File: src/hdl/epc_defs.vh
// Register map, field layout, modes and reset values of the encoder counter.
// Assumes APB with 32-bit data and byte addresses on an 8-bit paddr.
`ifndef EPC_DEFS_VH
`define EPC_DEFS_VH

`define EPC_ADDR_W        8
`define EPC_ADDR_CTRL     8'h00
`define EPC_ADDR_MAP      8'h04
`define EPC_ADDR_MAXV     8'h08
`define EPC_ADDR_PRESET   8'h0c
`define EPC_ADDR_CMD      8'h10
`define EPC_ADDR_COUNT    8'h14
`define EPC_ADDR_STATUS   8'h18
`define EPC_ADDR_CAPT     8'h1c
`define EPC_ADDR_CMP      8'h20

`define EPC_CTRL_INTERP   1:0
`define EPC_CTRL_REFMODE  3:2
`define EPC_CTRL_W        4
`define EPC_CTRL_RST      4'h0

`define EPC_INT_X1        2'h0
`define EPC_INT_X2        2'h1
`define EPC_INT_X4        2'h2
`define EPC_REF_NONE      2'h0
`define EPC_REF_ONCE      2'h1
`define EPC_REF_ALL       2'h2
`define EPC_MODE_BAD      2'h3

`define EPC_MAP_IN0       1:0
`define EPC_MAP_IN1       3:2
`define EPC_MAP_IN2       5:4
`define EPC_MAP_W         6
`define EPC_MAP_RST       6'h24
`define EPC_FN_A          2'h0
`define EPC_FN_B          2'h1
`define EPC_FN_REF        2'h2
`define EPC_FN_TRIG       2'h3

`define EPC_CMD_LOAD      0
`define EPC_CMD_REARM     1
`define EPC_ST_SEEN       0
`define EPC_ST_DIR        1

`define EPC_MAXV_RST      32'hffffffff
`define EPC_PRESET_RST    32'h00000000
`define EPC_CMP_RST       32'h00000000
`define EPC_ZERO32        32'h00000000
`define EPC_ONE32         32'h00000001

`endif

File: src/hdl/epc_top.v
// Quadrature encoder position counter with APB register slave.
// Assumes pins mf_in are asynchronous; exp_start/exp_len come from
// exposure control on pclk.
//
// Local design decisions: the APB register port and the placing of the registers.
`timescale 1ns/10ps
`include "epc_defs.vh"

module epc_top #(
   parameter EXP_W = 24
) (
   input  wire              pclk,
   input  wire              presetn,
   input  wire              psel,
   input  wire              penable,
   input  wire              pwrite,
   input  wire [7:0]        paddr,
   input  wire [31:0]       pwdata,
   output wire              pready,
   output wire              pslverr,
   output wire [31:0]       prdata,
   input  wire [2:0]        mf_in,
   input  wire              exp_start,
   input  wire [EXP_W-1:0]  exp_len,
   output wire [31:0]       pos_count,
   output wire [31:0]       meas_pos,
   output wire              meas_valid,
   output wire              pos_hit,
   output wire              trig_out
);

   reg  [`EPC_CTRL_W-1:0]  ctrl_r;
   reg  [`EPC_MAP_W-1:0]   map_r;
   reg  [31:0]             maxv_r;
   reg  [31:0]             preset_r;
   reg  [31:0]             cmp_r;
   reg  [31:0]             cnt_r;
   reg  [31:0]             cnt_nxt;
   reg                     seen_r;
   reg                     dir_r;
   reg  [31:0]             prdata_r;
   reg                     perr_r;
   reg  [2:0]              sync1_r;
   reg  [2:0]              sync2_r;
   reg                     a_q_r;
   reg                     b_q_r;
   reg                     ref_q_r;
   reg                     trig_r;
   reg                     hit_r;
   reg                     exp_busy_r;
   reg  [EXP_W-1:0]        exp_cnt_r;
   reg  [EXP_W-1:0]        exp_len_r;
   reg  [31:0]             mid_r;
   reg  [31:0]             meas_r;
   reg                     mvalid_r;

   wire                    wr_acc;
   wire                    setup;
   wire                    load_cmd;
   wire                    rearm_cmd;

   // Zero wait states: read data and error are settled in the setup cycle
   // A refused write is blocked in its access cycle by the latched error
   assign pready  = 1'b1;
   assign setup   = psel & ~penable;
   assign wr_acc  = psel & penable & pwrite & ~perr_r;
   assign pslverr = perr_r & psel & penable;
   assign prdata  = prdata_r;

   assign load_cmd  = wr_acc & (paddr == `EPC_ADDR_CMD) &
                      pwdata[`EPC_CMD_LOAD];
   assign rearm_cmd = wr_acc & (paddr == `EPC_ADDR_CMD) &
                      pwdata[`EPC_CMD_REARM];

   // Mapping check on the word being written
   wire [1:0] f0 = pwdata[`EPC_MAP_IN0];
   wire [1:0] f1 = pwdata[`EPC_MAP_IN1];
   wire [1:0] f2 = pwdata[`EPC_MAP_IN2];
   wire       has_ref  = (f0 == `EPC_FN_REF) | (f1 == `EPC_FN_REF) |
                         (f2 == `EPC_FN_REF);
   wire       has_trig = (f0 == `EPC_FN_TRIG) | (f1 == `EPC_FN_TRIG) |
                         (f2 == `EPC_FN_TRIG);
   wire       map_ok   = (f0 != f1) & (f0 != f2) & (f1 != f2) &
                         ~(has_ref & has_trig);
   wire       ctrl_ok  = (pwdata[`EPC_CTRL_INTERP] != `EPC_MODE_BAD) &
                         (pwdata[`EPC_CTRL_REFMODE] != `EPC_MODE_BAD);

   reg        err_nxt;
   reg [31:0] rd_nxt;

   always @* begin
      err_nxt = 1'b0;
      rd_nxt  = `EPC_ZERO32;
      case (paddr)
         `EPC_ADDR_CTRL: begin
            rd_nxt  = {28'h0000000, ctrl_r};
            err_nxt = pwrite & ~ctrl_ok;
         end
         `EPC_ADDR_MAP: begin
            rd_nxt  = {26'h0, map_r};
            err_nxt = pwrite & ~map_ok;
         end
         `EPC_ADDR_MAXV: begin
            rd_nxt  = maxv_r;
            err_nxt = pwrite & (pwdata == `EPC_ZERO32);
         end
         `EPC_ADDR_PRESET: rd_nxt = preset_r;
         `EPC_ADDR_CMD:    rd_nxt = `EPC_ZERO32;
         `EPC_ADDR_COUNT: begin
            rd_nxt  = cnt_r;
            err_nxt = pwrite;
         end
         `EPC_ADDR_STATUS: begin
            rd_nxt  = {30'h0, dir_r, seen_r};
            err_nxt = pwrite;
         end
         `EPC_ADDR_CAPT: begin
            rd_nxt  = meas_r;
            err_nxt = pwrite;
         end
         `EPC_ADDR_CMP:    rd_nxt = cmp_r;
         default:          err_nxt = 1'b1;
      endcase
   end

   // Latched at setup so read data stands through the access phase
   always @(posedge pclk or negedge presetn) begin
      if (!presetn) begin
         prdata_r <= `EPC_ZERO32;
         perr_r   <= 1'b0;
      end else if (setup) begin
         prdata_r <= rd_nxt;
         perr_r   <= err_nxt;
      end
   end

   // Configuration registers; rejected writes leave them untouched
   // Command, count and status addresses fall to default: nothing stored
   always @(posedge pclk or negedge presetn) begin
      if (!presetn) begin
         ctrl_r   <= `EPC_CTRL_RST;
         map_r    <= `EPC_MAP_RST;
         maxv_r   <= `EPC_MAXV_RST;
         preset_r <= `EPC_PRESET_RST;
         cmp_r    <= `EPC_CMP_RST;
      end else if (wr_acc) begin
         case (paddr)
            `EPC_ADDR_CTRL:   ctrl_r   <= pwdata[`EPC_CTRL_W-1:0];
            `EPC_ADDR_MAP:    map_r    <= pwdata[`EPC_MAP_W-1:0];
            `EPC_ADDR_MAXV:   maxv_r   <= pwdata;
            `EPC_ADDR_PRESET: preset_r <= pwdata;
            `EPC_ADDR_CMP:    cmp_r    <= pwdata;
            default:          ;
         endcase
      end
   end

   // Pin synchronisers, one pair of flip-flops per input
   // Only the second stage feeds logic, keeping metastability out
   genvar gi;
   generate
      for (gi = 0; gi < 3; gi = gi + 1) begin : g_sync
         always @(posedge pclk or negedge presetn) begin
            if (!presetn) begin
               sync1_r[gi] <= 1'b0;
               sync2_r[gi] <= 1'b0;
            end else begin
               sync1_r[gi] <= mf_in[gi];
               sync2_r[gi] <= sync1_r[gi];
            end
         end
      end
   endgenerate

   // Level of the input carrying a function, low when unmapped
   // Low matches the idle level of the pins after reset
   function pick;
      input [1:0]           fn;
      input [`EPC_MAP_W-1:0] m;
      input [2:0]           s;
      begin
         pick = ((m[`EPC_MAP_IN0] == fn) & s[0]) |
                ((m[`EPC_MAP_IN1] == fn) & s[1]) |
                ((m[`EPC_MAP_IN2] == fn) & s[2]);
      end
   endfunction

   wire trk_a   = pick(`EPC_FN_A, map_r, sync2_r);
   wire trk_b   = pick(`EPC_FN_B, map_r, sync2_r);
   wire trk_ref = pick(`EPC_FN_REF, map_r, sync2_r);
   wire trk_tg  = pick(`EPC_FN_TRIG, map_r, sync2_r);

   // Last levels reset low, the idle level of every pin
   // The trigger level takes the same delay as the edge path
   always @(posedge pclk or negedge presetn) begin
      if (!presetn) begin
         a_q_r   <= 1'b0;
         b_q_r   <= 1'b0;
         ref_q_r <= 1'b0;
         trig_r  <= 1'b0;
      end else begin
         a_q_r   <= trk_a;
         b_q_r   <= trk_b;
         ref_q_r <= trk_ref;
         trig_r  <= trk_tg;
      end
   end

   wire edge_a  = trk_a ^ a_q_r;
   wire edge_b  = trk_b ^ b_q_r;
   wire ref_ev  = trk_ref & ~ref_q_r;
   // A step forward when A leads B
   wire up_a    = trk_a ^ trk_b;
   wire up_b    = ~(trk_a ^ trk_b);

   reg  step;
   reg  up;

   always @* begin
      step = 1'b0;
      up   = 1'b0;
      case (ctrl_r[`EPC_CTRL_INTERP])
         `EPC_INT_X1: begin
            step = edge_a & trk_a;
            up   = ~trk_b;
         end
         `EPC_INT_X2: begin
            step = edge_a;
            up   = up_a;
         end
         `EPC_INT_X4: begin
            // Both tracks moving at once is a lost step; ignore it
            step = edge_a ^ edge_b;
            up   = edge_a ? up_a : up_b;
         end
         default: begin
            step = 1'b0;
            up   = 1'b0;
         end
      endcase
   end

   wire [1:0] refmode = ctrl_r[`EPC_CTRL_REFMODE];
   // Mode none lets marks pass; only reset and command load then
   wire ref_off  = (refmode == `EPC_REF_NONE);
   wire ref_load = ref_ev & ~ref_off &
                   ((refmode == `EPC_REF_ALL) |
                    ((refmode == `EPC_REF_ONCE) & ~seen_r));

   // The upward wrap test uses >= so a maximum lowered below the count still wraps; the downward test uses ==
   wire [31:0] cnt_inc = cnt_r + `EPC_ONE32;
   wire [31:0] cnt_dec = cnt_r - `EPC_ONE32;
   wire        at_max  = (cnt_r >= maxv_r);
   wire        at_zero = (cnt_r == `EPC_ZERO32);

   // Command load beats a mark, a mark beats a count step
   always @* begin
      cnt_nxt = cnt_r;
      if (load_cmd)
         cnt_nxt = preset_r;
      else if (ref_load)
         cnt_nxt = preset_r;
      else if (step & up)
         cnt_nxt = at_max ? `EPC_ZERO32 : cnt_inc;
      else if (step)
         cnt_nxt = at_zero ? maxv_r : cnt_dec;
   end

   // Reset value equals the preset reset value, so power-up loads it
   always @(posedge pclk or negedge presetn) begin
      if (!presetn) begin
         cnt_r  <= `EPC_PRESET_RST;
         dir_r  <= 1'b0;
         seen_r <= 1'b0;
         hit_r  <= 1'b0;
      end else begin
         cnt_r <= cnt_nxt;
         if (step)
            dir_r <= up;
         // A mark in the re-arm cycle still counts as seen
         if (ref_ev & (refmode == `EPC_REF_ONCE))
            seen_r <= 1'b1;
         else if (rearm_cmd)
            seen_r <= 1'b0;
         // Entering equality only, so a parked count fires once
         hit_r <= (cnt_nxt == cmp_r) & (cnt_r != cmp_r);
      end
   end

   // Exposure tracking; a new start while busy restarts the exposure
   // Odd lengths take the midpoint rounded down
   wire [EXP_W-1:0] half = exp_len_r >> 1;

   always @(posedge pclk or negedge presetn) begin
      if (!presetn) begin
         exp_busy_r <= 1'b0;
         exp_cnt_r  <= {EXP_W{1'b0}};
         exp_len_r  <= {EXP_W{1'b0}};
         mid_r      <= `EPC_ZERO32;
         meas_r     <= `EPC_ZERO32;
         mvalid_r   <= 1'b0;
      end else begin
         mvalid_r <= 1'b0;
         if (exp_start) begin
            exp_busy_r <= 1'b1;
            exp_cnt_r  <= {EXP_W{1'b0}};
            exp_len_r  <= exp_len;
         end else if (exp_busy_r) begin
            if (exp_cnt_r == half)
               mid_r <= cnt_r;
            if (exp_cnt_r == exp_len_r) begin
               exp_busy_r <= 1'b0;
               meas_r     <= (exp_cnt_r == half) ? cnt_r : mid_r;
               mvalid_r   <= 1'b1;
            end else begin
               exp_cnt_r <= exp_cnt_r + {{(EXP_W-1){1'b0}}, 1'b1};
            end
         end
      end
   end

   assign pos_count  = cnt_r;
   assign meas_pos   = meas_r;
   assign meas_valid = mvalid_r;
   assign pos_hit    = hit_r;
   assign trig_out   = trig_r;

endmodule // epc_top

File: config.mk
export PLATFORM = sky130hd
export DESIGN_NAME = epc_top
export DESIGN_NICKNAME = d
export VERILOG_FILES = /design/src/hdl/epc_top.v
export VERILOG_INCLUDE_DIRS = /design/src /design/src/hdl
export SDC_FILE = /design/constraint.sdc
export NUM_CORES = 1
export LEC_CHECK = 0
export ABC_AREA = 1
export BUFFER_PORTS_ARGS = -buffer_cell sky130_fd_sc_hd__buf_4
export CAP_MARGIN = 25
export CORE_MARGIN = 1.5
export CORE_UTILIZATION = 55
export CTS_BUF_LIST = sky130_fd_sc_hd__clkbuf_8
export DETAILED_ROUTE_END_ITERATION = 16
export PLACE_DENSITY = 0.71
export SYNTH_ARGS = -nofsm -noshare
export SYNTH_HDL_FRONTEND = slang
export SYNTH_SLANG_ARGS = --single-unit
export TNS_END_PERCENT = 100
File: constraint.sdc
create_clock -name pclk -period 3.6 [get_ports pclk]
set_input_delay 0.36 -clock pclk [delete_from_list [all_inputs] [get_ports pclk]]
set_output_delay 0.36 -clock pclk [all_outputs]
set_load 0.01 [all_outputs]
==> results.txt <==
----------------------------------------------------
[Pwr]
  Cell area power density ... 451.7 nW/µm²
  Fraction of power spent switching nets ... roughly 37%
  Clock share of power ... between 30 and 40%
  Proportion of power drawn by flip-flops and latches ... 37.7%
  P_sw ... 3.696 mW
  Internal power contribution ... about 6.2 mW
  Max rail drop VDD ... 0.3476 mV
  Static Leakage ... slightly above 10 nW
  Comb pwr share ... between 30% and 40%

[Timing]
  Rel. slew slack ... 39.34%
  Measured slew at the worst slew-check pin ... about 0.91 ns
  Unrepaired setup endpoints after global routing ... no
  Ratio of final minimum period to clock period ... 95.17%
  Final period demand of the worst path ... 3.426 ns
  Final sum of negative setup slack ... 0 ns
  Fin. Hold Viols ... 0
  Post-layout worst setup margin ... between 0.15 and 0.2 ns
  Peak Freq ... 0.2919 GHz
  Final count of pins violating max slew ... 0
  Worst Clk Skew ... 0.03500 ns
  Final setup viols ... 0

[Clocking]
  Insertion delay to the later sink of the worst-skew pair ... 0.66 ns
  Clock tree from TritonCTS ... yes
  Number of levels the H-tree was split into ... 2
  Buffer levels on the longest clock path ... 3
  Clock-pin slew on the worst setup and hold paths ... 0.06 ns
  Total clock buffers created by CTS ... 49
  CTS Root Buffer Type ... sky130_fd_sc_hd__clkbuf_8
  Number of clock sinks ... 298

[Place]
  Port-buffer cells ... 172
  Post-DP HPWL ... 56530 µm
  Setup slack at placement ... between 0.2 and 0.25 ns
  Number of placed instances with taps included ... 3189
  Final weighted congestion in routability-driven placement ... between 1 and 1.5
  Post-DP Area ... 20410 µm²

[GRT]
  Total routing resource utilization after global routing ... between 40% and 50%
  Number of global-route vias before repair ... 18591
  Antenna violations before repair ... 0
  Global-route wire length before repair ... 111600 µm
  Overflow after GRT ... 0
  Largest net degree at the start of global routing ... 108

[Logic synthesis]
  Largest cells by area after synthesis ... sky130_fd_sc_hd__dfrtp_1, sky130_fd_sc_hd__nand2_1, sky130_fd_sc_hd__o21ai_0
  Commonest register cell after synthesis ... sky130_fd_sc_hd__dfrtp_1
  Part of the Yosys area used for sequential elements ... 40.35%
  Syn_area_per_cell ... 7.073 µm²
  Yosys warnings ... 0
  Most common cell in the synthesized netlist ... sky130_fd_sc_hd__nand2_1
  Cell area after technology mapping ... 18590 µm²
  Async set-or-reset flop fraction in the synthesized netlist ... 100.0%
  Yosys top cell by area ... sky130_fd_sc_hd__dfrtp_1
  Net count of the mapped netlist ... 2738
  Number of enable flip-flop cells after synthesis ... 0
  Number of distinct standard cells referenced by the synthesized netlist ... 49
  Yosys top cell area share ... 35.54%
  Mapped Cells ... 2628
  Count of state elements after synthesis ... 298
  Synth top cells by count ... sky130_fd_sc_hd__nand2_1, sky130_fd_sc_hd__o21ai_0, sky130_fd_sc_hd__nor2_1, sky130_fd_sc_hd__dfrtp_1, sky130_fd_sc_hd__inv_1

[Run status]
  Result of the run ... completed

[Critical path]
  Worst stage delay on the critical path ... 0.51 ns
  CP max stage cell ... sky130_fd_sc_hd__dfrtp_1
  Logic depth of the worst register-to-register path ... 20
  Endpoint class of the critical path ... flip-flop
  Worst Path Required ... 4.16 ns
  Crit path DAT ... 3.99 ns
  Total stage count of the critical path ... 20
  Startpoint Class ... flip-flop
  Family with the most delay on the worst path ... simple AND/OR/NAND/NOR gates
  Worst-path maximum fanout ... 11
  Cell-by-cell listing of the critical path ... inv_1 > ha_1 > nand2_1 > nor2_1 > nand3_1 > nor2_1 > nand2_2 > inv_2 > nand2_1 > nand3_1 > nand2_1 > nand2_1 > nand3_1 > nand3_1 > nand2_1 > nor2_1 > nand2_1 > nor2_1 > nand3_1 > nor2_1
  Most numerous cell on the critical path ... sky130_fd_sc_hd__nand2_1
  Class of the most critical setup path ... reg -> reg
  Number of buffers and inverters on the critical path ... 2

[Final layout]
  Fillcell total ... roughly 3000
  Final layout net count ... 2937
  Antenna Cells ... 0
  Fin area ... 21830 µm²
  P&R area growth vs syn ... 17.44%
  Layout Cells excl Fill ... 3315
  Proportion of layout cells with a drive suffix above 1 ... 13.78%

[Worst hold path]
  Worst hold path type ... in -> reg
  Hold Path Cell Cnt ... 3

[Floorplan]
  Full die area ... between 30000 and 40000 µm²
  # rows ... 67
  Die width ... 186.8 µm
  Initial Util ... a little under three fifths
  Top-level port count ... 174
  CORE AREA ... 33360 µm²
  Die extent in y ... 186.8 µm

[Route]
  Post-route antenna net violation count ... 0
  1st-pass router iterations ... 7
  Per-cell routed wire length ... 22.30 µm
  Number of DRC violations after detailed-routing iteration 0 ... 2518
  Total wirelength of the detailed-routed design ... 73910 µm
  Via Count ... between 15000 and 20000
  Final routed DRC violation total ... 0
  Via count normalized by instance count ... 5.957

[Flow run]
  Total of max-cap violations ... 0

----------------------------------------------------
worst reg2reg max path: stages (launching register included):
cell and delay [ns]:
sky130_fd_sc_hd__dfrtp_1 0.51, sky130_fd_sc_hd__inv_1 0.28, sky130_fd_sc_hd__ha_1 0.22, sky130_fd_sc_hd__nand2_1 0.06, sky130_fd_sc_hd__nor2_1 0.12, sky130_fd_sc_hd__nand3_1 0.16, sky130_fd_sc_hd__nor2_1 0.16, sky130_fd_sc_hd__nand2_2 0.24
sky130_fd_sc_hd__inv_2 0.31, sky130_fd_sc_hd__nand2_1 0.19, sky130_fd_sc_hd__nand3_1 0.12, sky130_fd_sc_hd__nand2_1 0.05, sky130_fd_sc_hd__nand2_1 0.05, sky130_fd_sc_hd__nand3_1 0.21, sky130_fd_sc_hd__nand3_1 0.21, sky130_fd_sc_hd__nand2_1 0.07
sky130_fd_sc_hd__nor2_1 0.11, sky130_fd_sc_hd__nand2_1 0.06, sky130_fd_sc_hd__nor2_1 0.08, sky130_fd_sc_hd__nand3_1 0.08, sky130_fd_sc_hd__nor2_1 0.08
power groups by stage:
stage	logic (mW)	clock network, mW	registers [mW]
floorplan	1.63	0	3.71
global placement	2.82	0	3.76
detailed placement	2.83	0	3.76
CTS	2.87	3.17	3.70
global route	3.18	3.30	3.72
finish	2.98	3.17	3.72
sequential cells by signal, indices dropped and copies added, names as in the netlist, 3 cells and up:
| name | cells |
|---|---|
| mid_r | 32 |
| map_r | 6 |
| prdata | 32 |
| sync2_r | 3 |
| exp_cnt_r | 24 |
| cmp_r | 32 |
| meas_pos | 32 |
| ctrl_r | 4 |
| maxv_r | 32 |
| pos_count | 32 |
| preset_r | 32 |
| exp_len_r | 24 |
| sync1_r | 3 |
placed cells by master, fill, tap and decap left out, types with 5 or more instances in the layout:
master | Yosys | layout
sky130_fd_sc_hd__a21o_1 | 6 | 6
sky130_fd_sc_hd__o221ai_1 | 19 | 19
sky130_fd_sc_hd__inv_2 | 9 | 9
sky130_fd_sc_hd__inv_1 | 252 | 273
sky130_fd_sc_hd__buf_4 | 7 | 233
sky130_fd_sc_hd__o21ai_1 | 12 | 12
sky130_fd_sc_hd__dlygate4sd3_1 | 0 | 30
sky130_fd_sc_hd__nand2_1 | 791 | 787
sky130_fd_sc_hd__nor2_1 | 283 | 282
sky130_fd_sc_hd__nor3_1 | 28 | 28
sky130_fd_sc_hd__nand3_1 | 131 | 131
sky130_fd_sc_hd__xor2_1 | 37 | 37
sky130_fd_sc_hd__clkbuf_8 | 0 | 61
sky130_fd_sc_hd__nand2_2 | 8 | 12
sky130_fd_sc_hd__o211ai_1 | 10 | 10
sky130_fd_sc_hd__a21oi_1 | 94 | 94
sky130_fd_sc_hd__nor4_1 | 13 | 13
sky130_fd_sc_hd__dfrtp_1 | 264 | 264
sky130_fd_sc_hd__nand3_2 | 10 | 9
sky130_fd_sc_hd__o21ai_0 | 284 | 284
sky130_fd_sc_hd__nand4_1 | 63 | 63
sky130_fd_sc_hd__o22ai_1 | 9 | 9
sky130_fd_sc_hd__buf_12 | 0 | 7
sky130_fd_sc_hd__ha_1 | 37 | 36
sky130_fd_sc_hd__nor2_4 | 4 | 5
sky130_fd_sc_hd__xnor2_1 | 47 | 47
sky130_fd_sc_hd__nor2_2 | 6 | 6
sky130_fd_sc_hd__a221oi_1 | 20 | 20
sky130_fd_sc_hd__dfstp_2 | 34 | 34
routing by layer:
metal  routed length [µm]  global-route usage (%)  up-vias
met1                30650                   60.05     9356
met5                    0                       0        -
met3                 8754                   9.925      172
li1                     -                       -     8947
met4                 2921                   17.12        0
met2                31590                   61.38     1272
cell type report:
| cell class | count | area [µm²] | share of cell area (%) |
|---|---|---|---|
| well taps | 448 | 560.5 | 2.568 |
| multi-input cells | 1942 | 9522 | 43.62 |
| clock buffers | 61 | 839.6 | 3.846 |
| flip-flops and latches | 298 | 7500 | 34.36 |
| clock inverters | 30 | 207.7 | 0.9515 |
| inverters | 265 | 994.7 | 4.557 |
| repair buffers | 271 | 2205 | 10.10 |
kinds of logic (layout without fill, tap and decap cells):
kind of cell	Yosys count	in the layout	synth area share [%]
AO/OA/AOI/OAI	470	470	14.02
XOR/XNOR	84	84	3.958
adder cells (fa/ha/maj)	37	37	2.491
buffers and inverters	388	627	8.623
flip-flops	298	298	40.35
other	1	1	0.02018
AND/OR/NAND/NOR	1350	1350	30.54
metrics by stage:
stage               hold WS, ns  util [%]  power (mW)
global placement         0.3346     61.18       6.574
global route            0.05135     65.42       10.21
CTS                    0.006213     65.21       9.745
floorplan               0.06441         -       5.333
detailed placement       0.3355     61.18       6.590
finish                  0.03227     65.42       9.861
what timing repair did:
action                     4_1_cts  5_1_grt
setup endpoints to repair        0        1
hold endpoints to repair       123        0
buffers inserted                 0        4
gates resized for setup          0        2
hold buffers                    30        0
path summary, 6_finish.rpt:
| check | start | end | slack, ns |
|---|---|---|---|
| min | pwdata[31] | maxv_r[31]$_DFFE_PN1P_ | 0.03 |
| min in group asynchronous | presetn | pos_count[27]$_DFF_PN0_ | 0.36 |
| min reg2reg | sync1_r[0]$_DFF_PN0_ | sync2_r[0]$_DFF_PN0_ | 0.35 |
| max reg2reg | pos_count[1]$_DFF_PN0_ | pos_hit$_DFF_PN0_ | 0.17 |
| max in group asynchronous | presetn | maxv_r[9]$_DFFE_PN1P_ | 2.24 |
| max | pos_count[1]$_DFF_PN0_ | pos_hit$_DFF_PN0_ | 0.17 |
Power figures use the tool's default switching activity.
